## src/phy_ctrl_defs.svh

```systemverilog
// register offsets, field positions, reset values and timing counts of the
// reset, indicator and compliance test control bank.
// assumes a 32-bit axi4-lite slave, word aligned registers, 50 MHz aclk.
`ifndef PHY_CTRL_DEFS_SVH
`define PHY_CTRL_DEFS_SVH

// ----------------------------------------------------------------------------
// register indexes (printed offsets are word indexes, byte address is 4x)
// ----------------------------------------------------------------------------
`define IDX_STATUS_BASIC 8'h01
`define IDX_SELF_TEST_ERR 8'h1b
`define IDX_RESET_CONTROL 8'h1f
`define IDX_INDICATOR_CONTROL 8'h25
`define IDX_COMPLIANCE_TEST 8'h27
`define IDX_STRAP_STATUS 8'h30

// ----------------------------------------------------------------------------
// fields
// ----------------------------------------------------------------------------
`define RST_SOFT_BIT 15
`define RST_DIGITAL_BIT 14
`define IND_POL_BIT 9
`define IND_SRC_LSB 3
`define IND_ROUTE_LSB 0
`define CT_ENABLE_BIT 4
`define CT_PATTERN_LSB 0
`define IND_ROUTE_COL 2'h0
`define IND_ROUTE_PIN 2'h3
`define SELF_TEST_CLEAR_BIT 15

// ----------------------------------------------------------------------------
// reset values and timing
// ----------------------------------------------------------------------------
`define RST_CONTROL_RESET 16'h0000
`define IND_CONTROL_RESET 16'h0000
`define CT_CONTROL_RESET 16'h0000
`define RESET_PULSE_NS 320
`define CLK_PERIOD_NS 20
`define RESET_PULSE_CYCLES ((`RESET_PULSE_NS + `CLK_PERIOD_NS - 1) / `CLK_PERIOD_NS)
`define BLINK_HALF_CYCLES 24'h2625a0

`endif

```

## src/phy_ctrl_pkg.sv

```systemverilog
// types of the reset, indicator and compliance test control bank.
// assumes phy_ctrl_defs.svh for the numbers.
package phy_ctrl_pkg;

  // --------------------------------------------------------------------------
  // transceiver status carried into the bank
  // --------------------------------------------------------------------------
  typedef struct packed {
    logic link_good;
    logic rx_active;
    logic tx_active;
    logic collision;
    logic speed_100;
    logic full_duplex;
    logic low_power_idle;
    logic mii_error;
    logic pattern_error;
  } phy_status_type;

  typedef enum logic [1:0] {
    RESET_IDLE = 2'h0,
    RESET_RUN = 2'h1,
    RESET_DONE = 2'h3
  } reset_state_type;

  typedef enum logic [1:0] {
    AXI_IDLE = 2'h0,
    AXI_WRITE_RESP = 2'h1,
    AXI_READ_RESP = 2'h3
  } axi_state_type;

  typedef struct packed {
    logic [3:0] source;
    logic polarity_high;
    logic [1:0] route;
  } indicator_cfg_type;

endpackage : phy_ctrl_pkg

```

## src/reset_pulser.sv

```systemverilog
// stretches a one-cycle reset request into a fixed-length reset pulse.
// assumes start is a same-clock pulse.
`timescale 1ns/1ns
`default_nettype none
`include "phy_ctrl_defs.svh"

module reset_pulser (
  input wire logic aclk,
  input wire logic aresetn,
  input wire logic start,
  output logic busy
);

  typedef struct packed {
    phy_ctrl_pkg::reset_state_type state;
    logic [4:0] count;
  } pulser_state_type;

  localparam logic [4:0] PULSE_LEN = 5'(`RESET_PULSE_CYCLES);

  pulser_state_type s_q;
  pulser_state_type s_d;

  always_comb begin
    s_d = s_q;
    case (s_q.state)
      phy_ctrl_pkg::RESET_IDLE: begin
        if (start) begin
          s_d.state = phy_ctrl_pkg::RESET_RUN;
          s_d.count = PULSE_LEN;
        end
      end
      phy_ctrl_pkg::RESET_RUN: begin
        s_d.count = s_q.count - 5'h01;
        if (s_q.count == 5'h01) begin
          s_d.state = phy_ctrl_pkg::RESET_DONE;
        end
      end
      phy_ctrl_pkg::RESET_DONE: begin
        s_d.state = phy_ctrl_pkg::RESET_IDLE;
      end
      default: begin
        s_d.state = phy_ctrl_pkg::RESET_IDLE;
      end
    endcase
  end

  always_ff @(posedge aclk) begin
    if (!aresetn) begin
      s_q <= '{state: phy_ctrl_pkg::RESET_IDLE, count: 5'h00};
    end else begin
      s_q <= s_d;
    end
  end

  assign busy = (s_q.state == phy_ctrl_pkg::RESET_RUN);

endmodule : reset_pulser
`default_nettype wire

```

## src/indicator_mux.sv

```systemverilog
// picks the multi-function indicator source, applies blink and latch modes.
// assumes status inputs are already in the aclk domain.
`timescale 1ns/1ns
`default_nettype none
`include "phy_ctrl_defs.svh"

module indicator_mux (
  input wire logic aclk,
  input wire logic aresetn,
  input wire phy_ctrl_pkg::phy_status_type status,
  input wire logic [3:0] source,
  input wire logic status_read,
  input wire logic error_count_clear,
  output logic indicator
);

  typedef struct packed {
    logic [23:0] blink_count;
    logic blink;
    logic link_lost;
    logic link_prev;
    logic pattern_err;
    logic [23:0] stretch;
  } mux_state_type;

  mux_state_type s_q;
  mux_state_type s_d;
  logic activity;

  always_comb begin
    activity = status.rx_active | status.tx_active;
    s_d = s_q;
    s_d.link_prev = status.link_good;
    if (s_q.blink_count == 24'h000000) begin
      s_d.blink_count = `BLINK_HALF_CYCLES;
      s_d.blink = ~s_q.blink;
    end else begin
      s_d.blink_count = s_q.blink_count - 24'h000001;
    end
    if (activity) begin
      s_d.stretch = `BLINK_HALF_CYCLES;
    end else if (s_q.stretch != 24'h000000) begin
      s_d.stretch = s_q.stretch - 24'h000001;
    end
    // a drop in the same cycle as the read wins, so no loss goes unseen
    if (s_q.link_prev && !status.link_good) begin
      s_d.link_lost = 1'b1;
    end else if (status_read) begin
      s_d.link_lost = 1'b0;
    end
    if (status.pattern_error) begin
      s_d.pattern_err = 1'b1;
    end else if (error_count_clear) begin
      s_d.pattern_err = 1'b0;
    end
  end

  always_ff @(posedge aclk) begin
    if (!aresetn) begin
      s_q <= '0;
    end else begin
      s_q <= s_d;
    end
  end

  always_comb begin
    case (source)
      4'h0: indicator = status.link_good;
      4'h1: indicator = activity;
      4'h2: indicator = status.tx_active;
      4'h3: indicator = status.rx_active;
      4'h4: indicator = status.collision;
      4'h5: indicator = status.speed_100;
      4'h6: indicator = ~status.speed_100;
      4'h7: indicator = status.full_duplex;
      4'h8: indicator = status.link_good & ~(activity & s_q.blink);
      4'h9: indicator = (s_q.stretch != 24'h000000);
      4'ha: indicator = status.link_good & status.speed_100 & status.full_duplex;
      4'hb: indicator = status.low_power_idle;
      4'hc: indicator = status.mii_error;
      4'hd: indicator = s_q.link_lost;
      4'he: indicator = s_q.pattern_err & s_q.blink;
      default: indicator = 1'b0;
    endcase
  end

endmodule : indicator_mux
`default_nettype wire

```

## src/phy_reset_led_test_ctrl.sv

```systemverilog
// reset, multi-function indicator and compliance test control registers.
// assumes an axi4-lite master on aclk; status and strap inputs come from pins
// or other logic and are synchronised here.
//
// Functional notes
// - software reset acts like reset pin, self-clears
// - digital restart keeps registers, then self-clears
// - polarity reset value follows the strap pin; here it loads the inverted strap
// - polarity 0 drives low, 1 drives high
// - source codes 0-7 select basic link signals
// - source codes 8-14 select extended signals
// - link-lost latches until basic status read
// - pattern error latches until counter cleared
// - route 00 to collision, 11 to pin
// - enable bit starts 10 Mbps test pattern
// - low four bits choose 10 Mbps pattern
//
// The AXI4-Lite slave port was chosen for this implementation.
`timescale 1ns/1ns
`default_nettype none
`include "phy_ctrl_defs.svh"

module phy_reset_led_test_ctrl (
  input wire logic aclk,
  input wire logic aresetn,
  input wire logic [31:0] s_axi_awaddr,
  input wire logic s_axi_awvalid,
  output logic s_axi_awready,
  input wire logic [31:0] s_axi_wdata,
  input wire logic [3:0] s_axi_wstrb,
  input wire logic s_axi_wvalid,
  output logic s_axi_wready,
  output logic [1:0] s_axi_bresp,
  output logic s_axi_bvalid,
  input wire logic s_axi_bready,
  input wire logic [31:0] s_axi_araddr,
  input wire logic s_axi_arvalid,
  output logic s_axi_arready,
  output logic [31:0] s_axi_rdata,
  output logic [1:0] s_axi_rresp,
  output logic s_axi_rvalid,
  input wire logic s_axi_rready,
  input wire logic polarity_strap,
  input wire phy_ctrl_pkg::phy_status_type phy_status,
  output logic transceiver_reset,
  output logic digital_restart,
  output logic collision_pin,
  output logic first_indicator_pin,
  output logic test_pattern_enable,
  output logic [3:0] test_pattern_select
);

  // --------------------------------------------------------------------------
  // state
  // --------------------------------------------------------------------------
  typedef struct packed {
    phy_ctrl_pkg::axi_state_type axi;
    logic aw_held;
    logic [7:0] aw_index;
    logic w_held;
    logic [31:0] wdata;
    logic [3:0] wstrb;
    logic [1:0] bresp;
    logic [31:0] rdata;
    logic [1:0] rresp;
    logic [15:0] ind_ctrl;
    logic [15:0] ct_ctrl;
    logic [13:0] rst_spare;
    logic [1:0] strap_wait;
    logic [1:0] strap_sync;
    logic [1:0] status_sync_a;
    logic [1:0] status_sync_b;
    logic col_out;
    logic pin_out;
    logic soft_busy;
    logic dig_busy;
  } ctrl_state_type;

  ctrl_state_type s_q;
  ctrl_state_type s_d;

  // status lines come from other domains: two flops before any use
  phy_ctrl_pkg::phy_status_type status_meta_q;
  phy_ctrl_pkg::phy_status_type status_q;

  logic soft_start;
  logic dig_start;
  logic soft_busy;
  logic dig_busy;
  logic status_read;
  logic err_clear;
  logic indicator_raw;
  logic indicator_out;
  logic write_fire;
  logic [15:0] wmask;

  // --------------------------------------------------------------------------
  // helpers
  // --------------------------------------------------------------------------
  function automatic logic index_mapped(input logic [7:0] idx);
    index_mapped = (idx == `IDX_RESET_CONTROL) || (idx == `IDX_INDICATOR_CONTROL) ||
                   (idx == `IDX_COMPLIANCE_TEST) || (idx == `IDX_STRAP_STATUS);
  endfunction : index_mapped

  function automatic logic [15:0] merge(input logic [15:0] old, input logic [15:0] val,
                                        input logic [15:0] mask);
    merge = (old & ~mask) | (val & mask);
  endfunction : merge

  // --------------------------------------------------------------------------
  // sub-blocks
  // --------------------------------------------------------------------------
  reset_pulser u_soft_reset (
    .aclk(aclk),
    .aresetn(aresetn),
    .start(soft_start),
    .busy(soft_busy)
  );

  // the digital restart pulser is reset by the soft reset too: a full reset
  // covers the restart sequence
  reset_pulser u_digital_restart (
    .aclk(aclk),
    .aresetn(aresetn & ~s_q.soft_busy),
    .start(dig_start),
    .busy(dig_busy)
  );

  indicator_mux u_indicator (
    .aclk(aclk),
    .aresetn(aresetn & ~s_q.soft_busy & ~s_q.dig_busy),
    .status(status_q),
    .source(s_q.ind_ctrl[`IND_SRC_LSB +: 4]),
    .status_read(status_read),
    .error_count_clear(err_clear),
    .indicator(indicator_raw)
  );

  always_ff @(posedge aclk) begin
    if (!aresetn) begin
      status_meta_q <= '0;
      status_q <= '0;
    end else begin
      status_meta_q <= phy_status;
      status_q <= status_meta_q;
    end
  end

  // --------------------------------------------------------------------------
  // next state
  // --------------------------------------------------------------------------
  always_comb begin
    s_d = s_q;
    soft_start = 1'b0;
    dig_start = 1'b0;
    status_read = 1'b0;
    err_clear = 1'b0;
    write_fire = 1'b0;
    wmask = {{8{s_q.wstrb[1]}}, {8{s_q.wstrb[0]}}};
    s_d.soft_busy = soft_busy;
    s_d.dig_busy = dig_busy;
    s_d.strap_sync = {s_q.strap_sync[0], polarity_strap};

    // catch the strap only once it has crossed both synchroniser flops;
    // taking it earlier would load the flops' reset value instead
    if (s_q.strap_wait != 2'h3) begin
      s_d.strap_wait = s_q.strap_wait + 2'h1;
      if (s_q.strap_wait == 2'h2) begin
        s_d.ind_ctrl[`IND_POL_BIT] = ~s_q.strap_sync[1];
      end
    end

    if (s_axi_awvalid && !s_q.aw_held && s_q.axi == phy_ctrl_pkg::AXI_IDLE) begin
      s_d.aw_held = 1'b1;
      s_d.aw_index = s_axi_awaddr[9:2];
    end
    if (s_axi_wvalid && !s_q.w_held && s_q.axi == phy_ctrl_pkg::AXI_IDLE) begin
      s_d.w_held = 1'b1;
      s_d.wdata = s_axi_wdata;
      s_d.wstrb = s_axi_wstrb;
    end

    case (s_q.axi)
      phy_ctrl_pkg::AXI_IDLE: begin
        if (s_q.aw_held && s_q.w_held) begin
          write_fire = 1'b1;
          s_d.aw_held = 1'b0;
          s_d.w_held = 1'b0;
          s_d.axi = phy_ctrl_pkg::AXI_WRITE_RESP;
          s_d.bresp = index_mapped(s_q.aw_index) ? 2'h0 : 2'h2;
        end else if (s_axi_arvalid) begin
          s_d.axi = phy_ctrl_pkg::AXI_READ_RESP;
          s_d.rresp = index_mapped(s_axi_araddr[9:2]) ? 2'h0 : 2'h2;
          s_d.rdata = 32'h00000000;
          case (s_axi_araddr[9:2])
            `IDX_RESET_CONTROL: s_d.rdata[15:0] =
              {s_q.soft_busy, s_q.dig_busy, s_q.rst_spare};
            `IDX_INDICATOR_CONTROL: s_d.rdata[15:0] = s_q.ind_ctrl;
            `IDX_COMPLIANCE_TEST: s_d.rdata[15:0] = s_q.ct_ctrl;
            `IDX_STRAP_STATUS: s_d.rdata[0] = s_q.strap_sync[1];
            default: s_d.rdata = 32'h00000000;
          endcase
          // the basic status register lives elsewhere; only the read is seen
          status_read = (s_axi_araddr[9:2] == `IDX_STATUS_BASIC);
        end
      end
      phy_ctrl_pkg::AXI_WRITE_RESP: begin
        if (s_axi_bready) begin
          s_d.axi = phy_ctrl_pkg::AXI_IDLE;
        end
      end
      phy_ctrl_pkg::AXI_READ_RESP: begin
        if (s_axi_rready) begin
          s_d.axi = phy_ctrl_pkg::AXI_IDLE;
        end
      end
      default: begin
        s_d.axi = phy_ctrl_pkg::AXI_IDLE;
      end
    endcase

    if (write_fire) begin
      case (s_q.aw_index)
        `IDX_RESET_CONTROL: begin
          s_d.rst_spare = 14'(merge({2'h0, s_q.rst_spare}, s_q.wdata[15:0], wmask));
          soft_start = s_q.wstrb[1] && s_q.wdata[`RST_SOFT_BIT];
          dig_start = s_q.wstrb[1] && s_q.wdata[`RST_DIGITAL_BIT];
        end
        `IDX_INDICATOR_CONTROL: s_d.ind_ctrl = merge(s_q.ind_ctrl, s_q.wdata[15:0], wmask);
        `IDX_COMPLIANCE_TEST: s_d.ct_ctrl = merge(s_q.ct_ctrl, s_q.wdata[15:0], wmask);
        default: s_d.rst_spare = s_q.rst_spare;
      endcase
      err_clear = (s_q.aw_index == `IDX_SELF_TEST_ERR) && s_q.wstrb[1] &&
                  s_q.wdata[`SELF_TEST_CLEAR_BIT];
    end

    // a full software reset returns every register to its reset value
    if (s_q.soft_busy) begin
      s_d.ind_ctrl = `IND_CONTROL_RESET;
      s_d.ct_ctrl = `CT_CONTROL_RESET;
      s_d.rst_spare = 14'h0000;
      s_d.strap_wait = 2'h0;
    end

    indicator_out = s_q.ind_ctrl[`IND_POL_BIT] ? indicator_raw : ~indicator_raw;
    s_d.col_out = (s_q.ind_ctrl[`IND_ROUTE_LSB +: 2] == `IND_ROUTE_COL) ?
                  indicator_out : 1'b0;
    s_d.pin_out = (s_q.ind_ctrl[`IND_ROUTE_LSB +: 2] == `IND_ROUTE_PIN) ?
                  indicator_out : 1'b0;
  end

  // --------------------------------------------------------------------------
  // registers
  // --------------------------------------------------------------------------
  always_ff @(posedge aclk) begin
    if (!aresetn) begin
      s_q <= '0;
    end else begin
      s_q <= s_d;
    end
  end

  // --------------------------------------------------------------------------
  // outputs
  // --------------------------------------------------------------------------
  assign s_axi_awready = s_q.aw_held;
  assign s_axi_wready = s_q.w_held;
  assign s_axi_bvalid = (s_q.axi == phy_ctrl_pkg::AXI_WRITE_RESP);
  assign s_axi_bresp = s_q.bresp;
  assign s_axi_arready = (s_q.axi == phy_ctrl_pkg::AXI_READ_RESP);
  assign s_axi_rvalid = (s_q.axi == phy_ctrl_pkg::AXI_READ_RESP);
  assign s_axi_rdata = s_q.rdata;
  assign s_axi_rresp = s_q.rresp;
  assign transceiver_reset = s_q.soft_busy;
  assign digital_restart = s_q.dig_busy | s_q.soft_busy;
  assign collision_pin = s_q.col_out;
  assign first_indicator_pin = s_q.pin_out;
  assign test_pattern_enable = s_q.ct_ctrl[`CT_ENABLE_BIT];
  assign test_pattern_select = s_q.ct_ctrl[`CT_PATTERN_LSB +: 4];

endmodule : phy_reset_led_test_ctrl
`default_nettype wire

```

## config.mk

```make
export PLATFORM = sky130hd
export DESIGN_NAME = phy_reset_led_test_ctrl
export DESIGN_NICKNAME = d
export VERILOG_FILES = /design/src/phy_ctrl_pkg.sv /design/src/reset_pulser.sv /design/src/indicator_mux.sv /design/src/phy_reset_led_test_ctrl.sv
export VERILOG_INCLUDE_DIRS = /design/src
export SDC_FILE = /design/constraint.sdc
export NUM_CORES = 1
export LEC_CHECK = 0
export ABC_AREA = 1
export BUFFER_PORTS_ARGS = -buffer_cell sky130_fd_sc_hd__buf_2
export CAP_MARGIN = 10
export CORE_UTILIZATION = 40
export CTS_CLUSTER_DIAMETER = 100
export DETAILED_ROUTE_END_ITERATION = 10
export SLEW_MARGIN = 5
export SYNTH_ARGS = -nofsm -noshare
export SYNTH_HDL_FRONTEND = slang
export SYNTH_HIERARCHICAL = 1
export SYNTH_SLANG_ARGS = --single-unit
export TNS_END_PERCENT = 30
```

## constraint.sdc

```tcl
create_clock -name aclk -period 3.2 [get_ports aclk]
set_input_delay 0.32 -clock aclk [delete_from_list [all_inputs] [get_ports aclk]]
set_output_delay 0.32 -clock aclk [all_outputs]
set_load 0.02 [all_outputs]
```

==> flow_metrics.py <==
metrics = {
    "synth": {
        "avgSynthCellArea_sq_um": 7.13,
        "synth_edf_count": 0,
        "synth_top_cell_area_share": 0.412,
        "synth_area_leaders": "dfxtp_1 41%, nand2_1 9.6%, nor2_1 8.8%",
        "syn-cell-area_sq_mm": 0.00903,
        "yosys_register_bits": 186,
        "synth_top_area_cell": "dfxtp_1",
        "synth_cell_type_count": 49,
        "ys_seq_area_frac": 0.412,
        "synthArstFlopShare": 0,
        "yosysWarnings": 6,
        "synth_flop_cell": "dfxtp_1",
        "synth_cells": 1267,
    },
    "critical_path": {
        "crit_path_end": "u_soft_reset/s_q[2]$_SDFFE_PN0P_",
        "ff2ff_setup_slack_ps": 1130,
        "cp-end-kind": "flop",
        "worst-r2r-cell-count": 10,
        "rr_endpoint": "u_soft_reset/s_q[2]$_SDFFE_PN0P_",
        "timing.rr.start": "s_q[140]$_SDFFE_PN0P_",
        "critPathLaunch": "s_q[140]$_SDFFE_PN0P_",
        "path_class": "reg2reg",
        "crit_fanout": 13,
        "arrival_ps": 2390,
        "critPathLaunchType": "flop",
        "worstPathRequired_ps": 3520,
    },
    "clock_tree": {
        "cts_buffer_depth": 2,
        "postCtsSetupBuffers": 0,
        "cts_tree": "done",
        "ctsHoldBuffers": 0,
        "clk_pin_slew_ps": 70,
        "clock_sinks": 186,
        "cts_buffers": 17,
        "root_buffer": "clkbuf_16",
        "ctsResizeCount": 0,
        "htree_levels": 4,
        "clkLatencyLatePin_ps": 430,
    },
    "sta": {
        "slew_violations": 0,
        "setup_tns_ps": 0,
        "fmax_ghz": 0.483,
        "rsz0062_at_grt": "no",
        "finalClockSkew_ps": 15.3,
        "finalCriticalPeriod_ps": 2070,
        "period_share": 0.648,
        "hold_viol": 0,
        "worst_pin_slew_ps": 842,
        "slew_headroom": 0.438,
        "finalSetupViolCount": 0,
    },
    "power_and_ir_drop": {
        "power_mw": 6.84,
        "p_per_area_mw_per_mm2": 687,
        "peakVddDrop_mv": 0.397,
        "p_leak_nw": 4.45,
    },
    "status": {
        "status": "finished with violations",
        "violations": "DRC",
    },
    "hold_path": {
        "hold_path.class": "in2reg",
        "min-delay-start": "phy_status[0]",
    },
    "grt": {
        "grt_use_met2": 0.316,
        "grt_max_degree": 57,
        "first_global_vias": 7265,
        "grtUsageMet3": 0.0370,
        "grt_busiest_layer": "met2",
        "gr-usage-met1": 0.252,
        "grt_overflow_total": 0,
        "grt_pass1_wl_um": 35900,
        "grtUsageTotal": 0.191,
        "grt_antenna_before_repair": 0,
    },
    "flow_run": {
        "cap_violations": 0,
    },
    "route": {
        "first_iter_violations": 653,
        "num_vias": 7906,
        "drtPass1Iterations": 8,
        "ant_nets": 0,
        "routed_wl_um": 21600,
        "drc": 2,
        "vias_per_cell": 4.90,
        "routedWlPerCell_um": 13.4,
    },
    "floorplanning": {
        "core_sq_mm": 0.0220,
        "start_util": 0.411,
        "die_w_um": 152,
        "die_y_um": 152,
        "dieArea_sq_mm": 0.0232,
        "rows": 54,
        "io_pins": 167,
    },
    "place": {
        "port_buffers": 82,
        "gp_congestion": 0.910,
        "dpl.hpwl_um": 15600,
    },
    "finish": {
        "diodes": 0,
        "fillers": 2280,
        "post-route-util": 0.454,
        "num-nets-final": 1446,
        "drive_gt1_frac": 0.162,
        "area_delta_synth_final_pct": 10.2,
    },
}
==> cells in the final DEF, fill, tap and decap left out, drive strengths merged <==
master      n
a211oi      1
a21o        1
a21oi      77
a31o        1
a31oi       4
and2        1
and3        1
buf        87
clkbuf     20
clkinv     10
clkinvlp    3
conb       18
dfxtp     186
ha         10
inv       140
nand2     244
nand3     125
nand3b      4
nand4      13
nor2      255
nor3       15
nor4        6
nor4b       1
o211ai      1
o21ai      84
o22ai       1
o31ai       1
or2         8
xnor2       4
xor2       10
==> final cells by class <==
type	count	area [sq um]	share of cell area
Multi-Input combinational cell	886	4360	0.438
Sequential cell	186	3720	0.374
Inverter	141	532	0.0534
Timing Repair Buffer	87	448	0.0450
Clock buffer	20	447	0.0449
Tap cell	280	350	0.0352
Clock inverter	12	93.8	0.00942
==> synth_stat cells, drive strengths merged, types with 3 or more instances <==
library cell    n
nor2          255
nand2         244
dfxtp         186
inv           138
nand3         125
o21ai          84
a21oi          77
buf            58
nor3           15
clkbuf         13
nand4          13
ha             10
xor2           10
or2             8
nor4            6
a31oi           4
nand3b          4
xnor2           4
clkinv          3
==> critical path, stage by stage (launching register included) <==
cell and delay (ps):
dfxtp_1 310, inv_1 110, nand2_2 160, nor2_4 390, nand3_4 210, nor2_1 210
nor2_1 70, nor2_2 180, inv_2 100, o21ai_0 160, a21oi_1 50
==> where the power goes <==
group / leakage (nW) / total (mW) / switching, mW / internal (mW)
logic: 2.68 / 2.10 / 1.39 / 0.711
registers: 1.52 / 2.79 / 0.228 / 2.56
clock network: 0.257 / 1.96 / 0.933 / 1.02
==> stage by stage <==
stage                     instance area, sq um  hold slack (ps)  std cells  setup slack, ps
after global routing                      9960             55.4       1612              981
final                                     9960             67.7       1612             1130
after global placement                    9420              399       1580             1010
after detailed placement                  9420              400       1580             1020
after floorplan                           9100              390       1284             1410
after CTS                                 9960             53.7       1612             1130
==> routing by layer <==
| layer | part of all wire | up-vias |
|---|---|---|
| met1 | 0.48 | 3606 |
| met4 | 0.014 | 0 |
| met2 | 0.46 | 181 |
| li1 | - | 4100 |
| met5 | 0 | - |
| met3 | 0.051 | 19 |
==> worst min-delay path by stage <==
stage	endpoint	cells past startpoint
2_1_floorplan	s_q[9]$_SDFF_PN0_	2
3_3_place_gp	s_q[9]$_SDFF_PN0_	2
3_5_place_dp	s_q[9]$_SDFF_PN0_	2
4_1_cts	status_meta_q[1]$_SDFF_PN0_	3
5_1_grt	status_meta_q[0]$_SDFF_PN0_	3
6_report	status_meta_q[0]$_SDFF_PN0_	3
==> kinds of logic after synthesis <==
family                   count (synthesis)  synth area share
XOR/XNOR                                14            0.0136
flip-flops                             186             0.412
AO/OA/AOI/OAI                          171             0.100
AND/OR/NAND/NOR                        673             0.348
adder cells (fa/ha/maj)                 10            0.0138
other                                    1          0.000415
buffers and inverters                  212             0.112
Note: power is estimated with default switching activity, not from simulation.
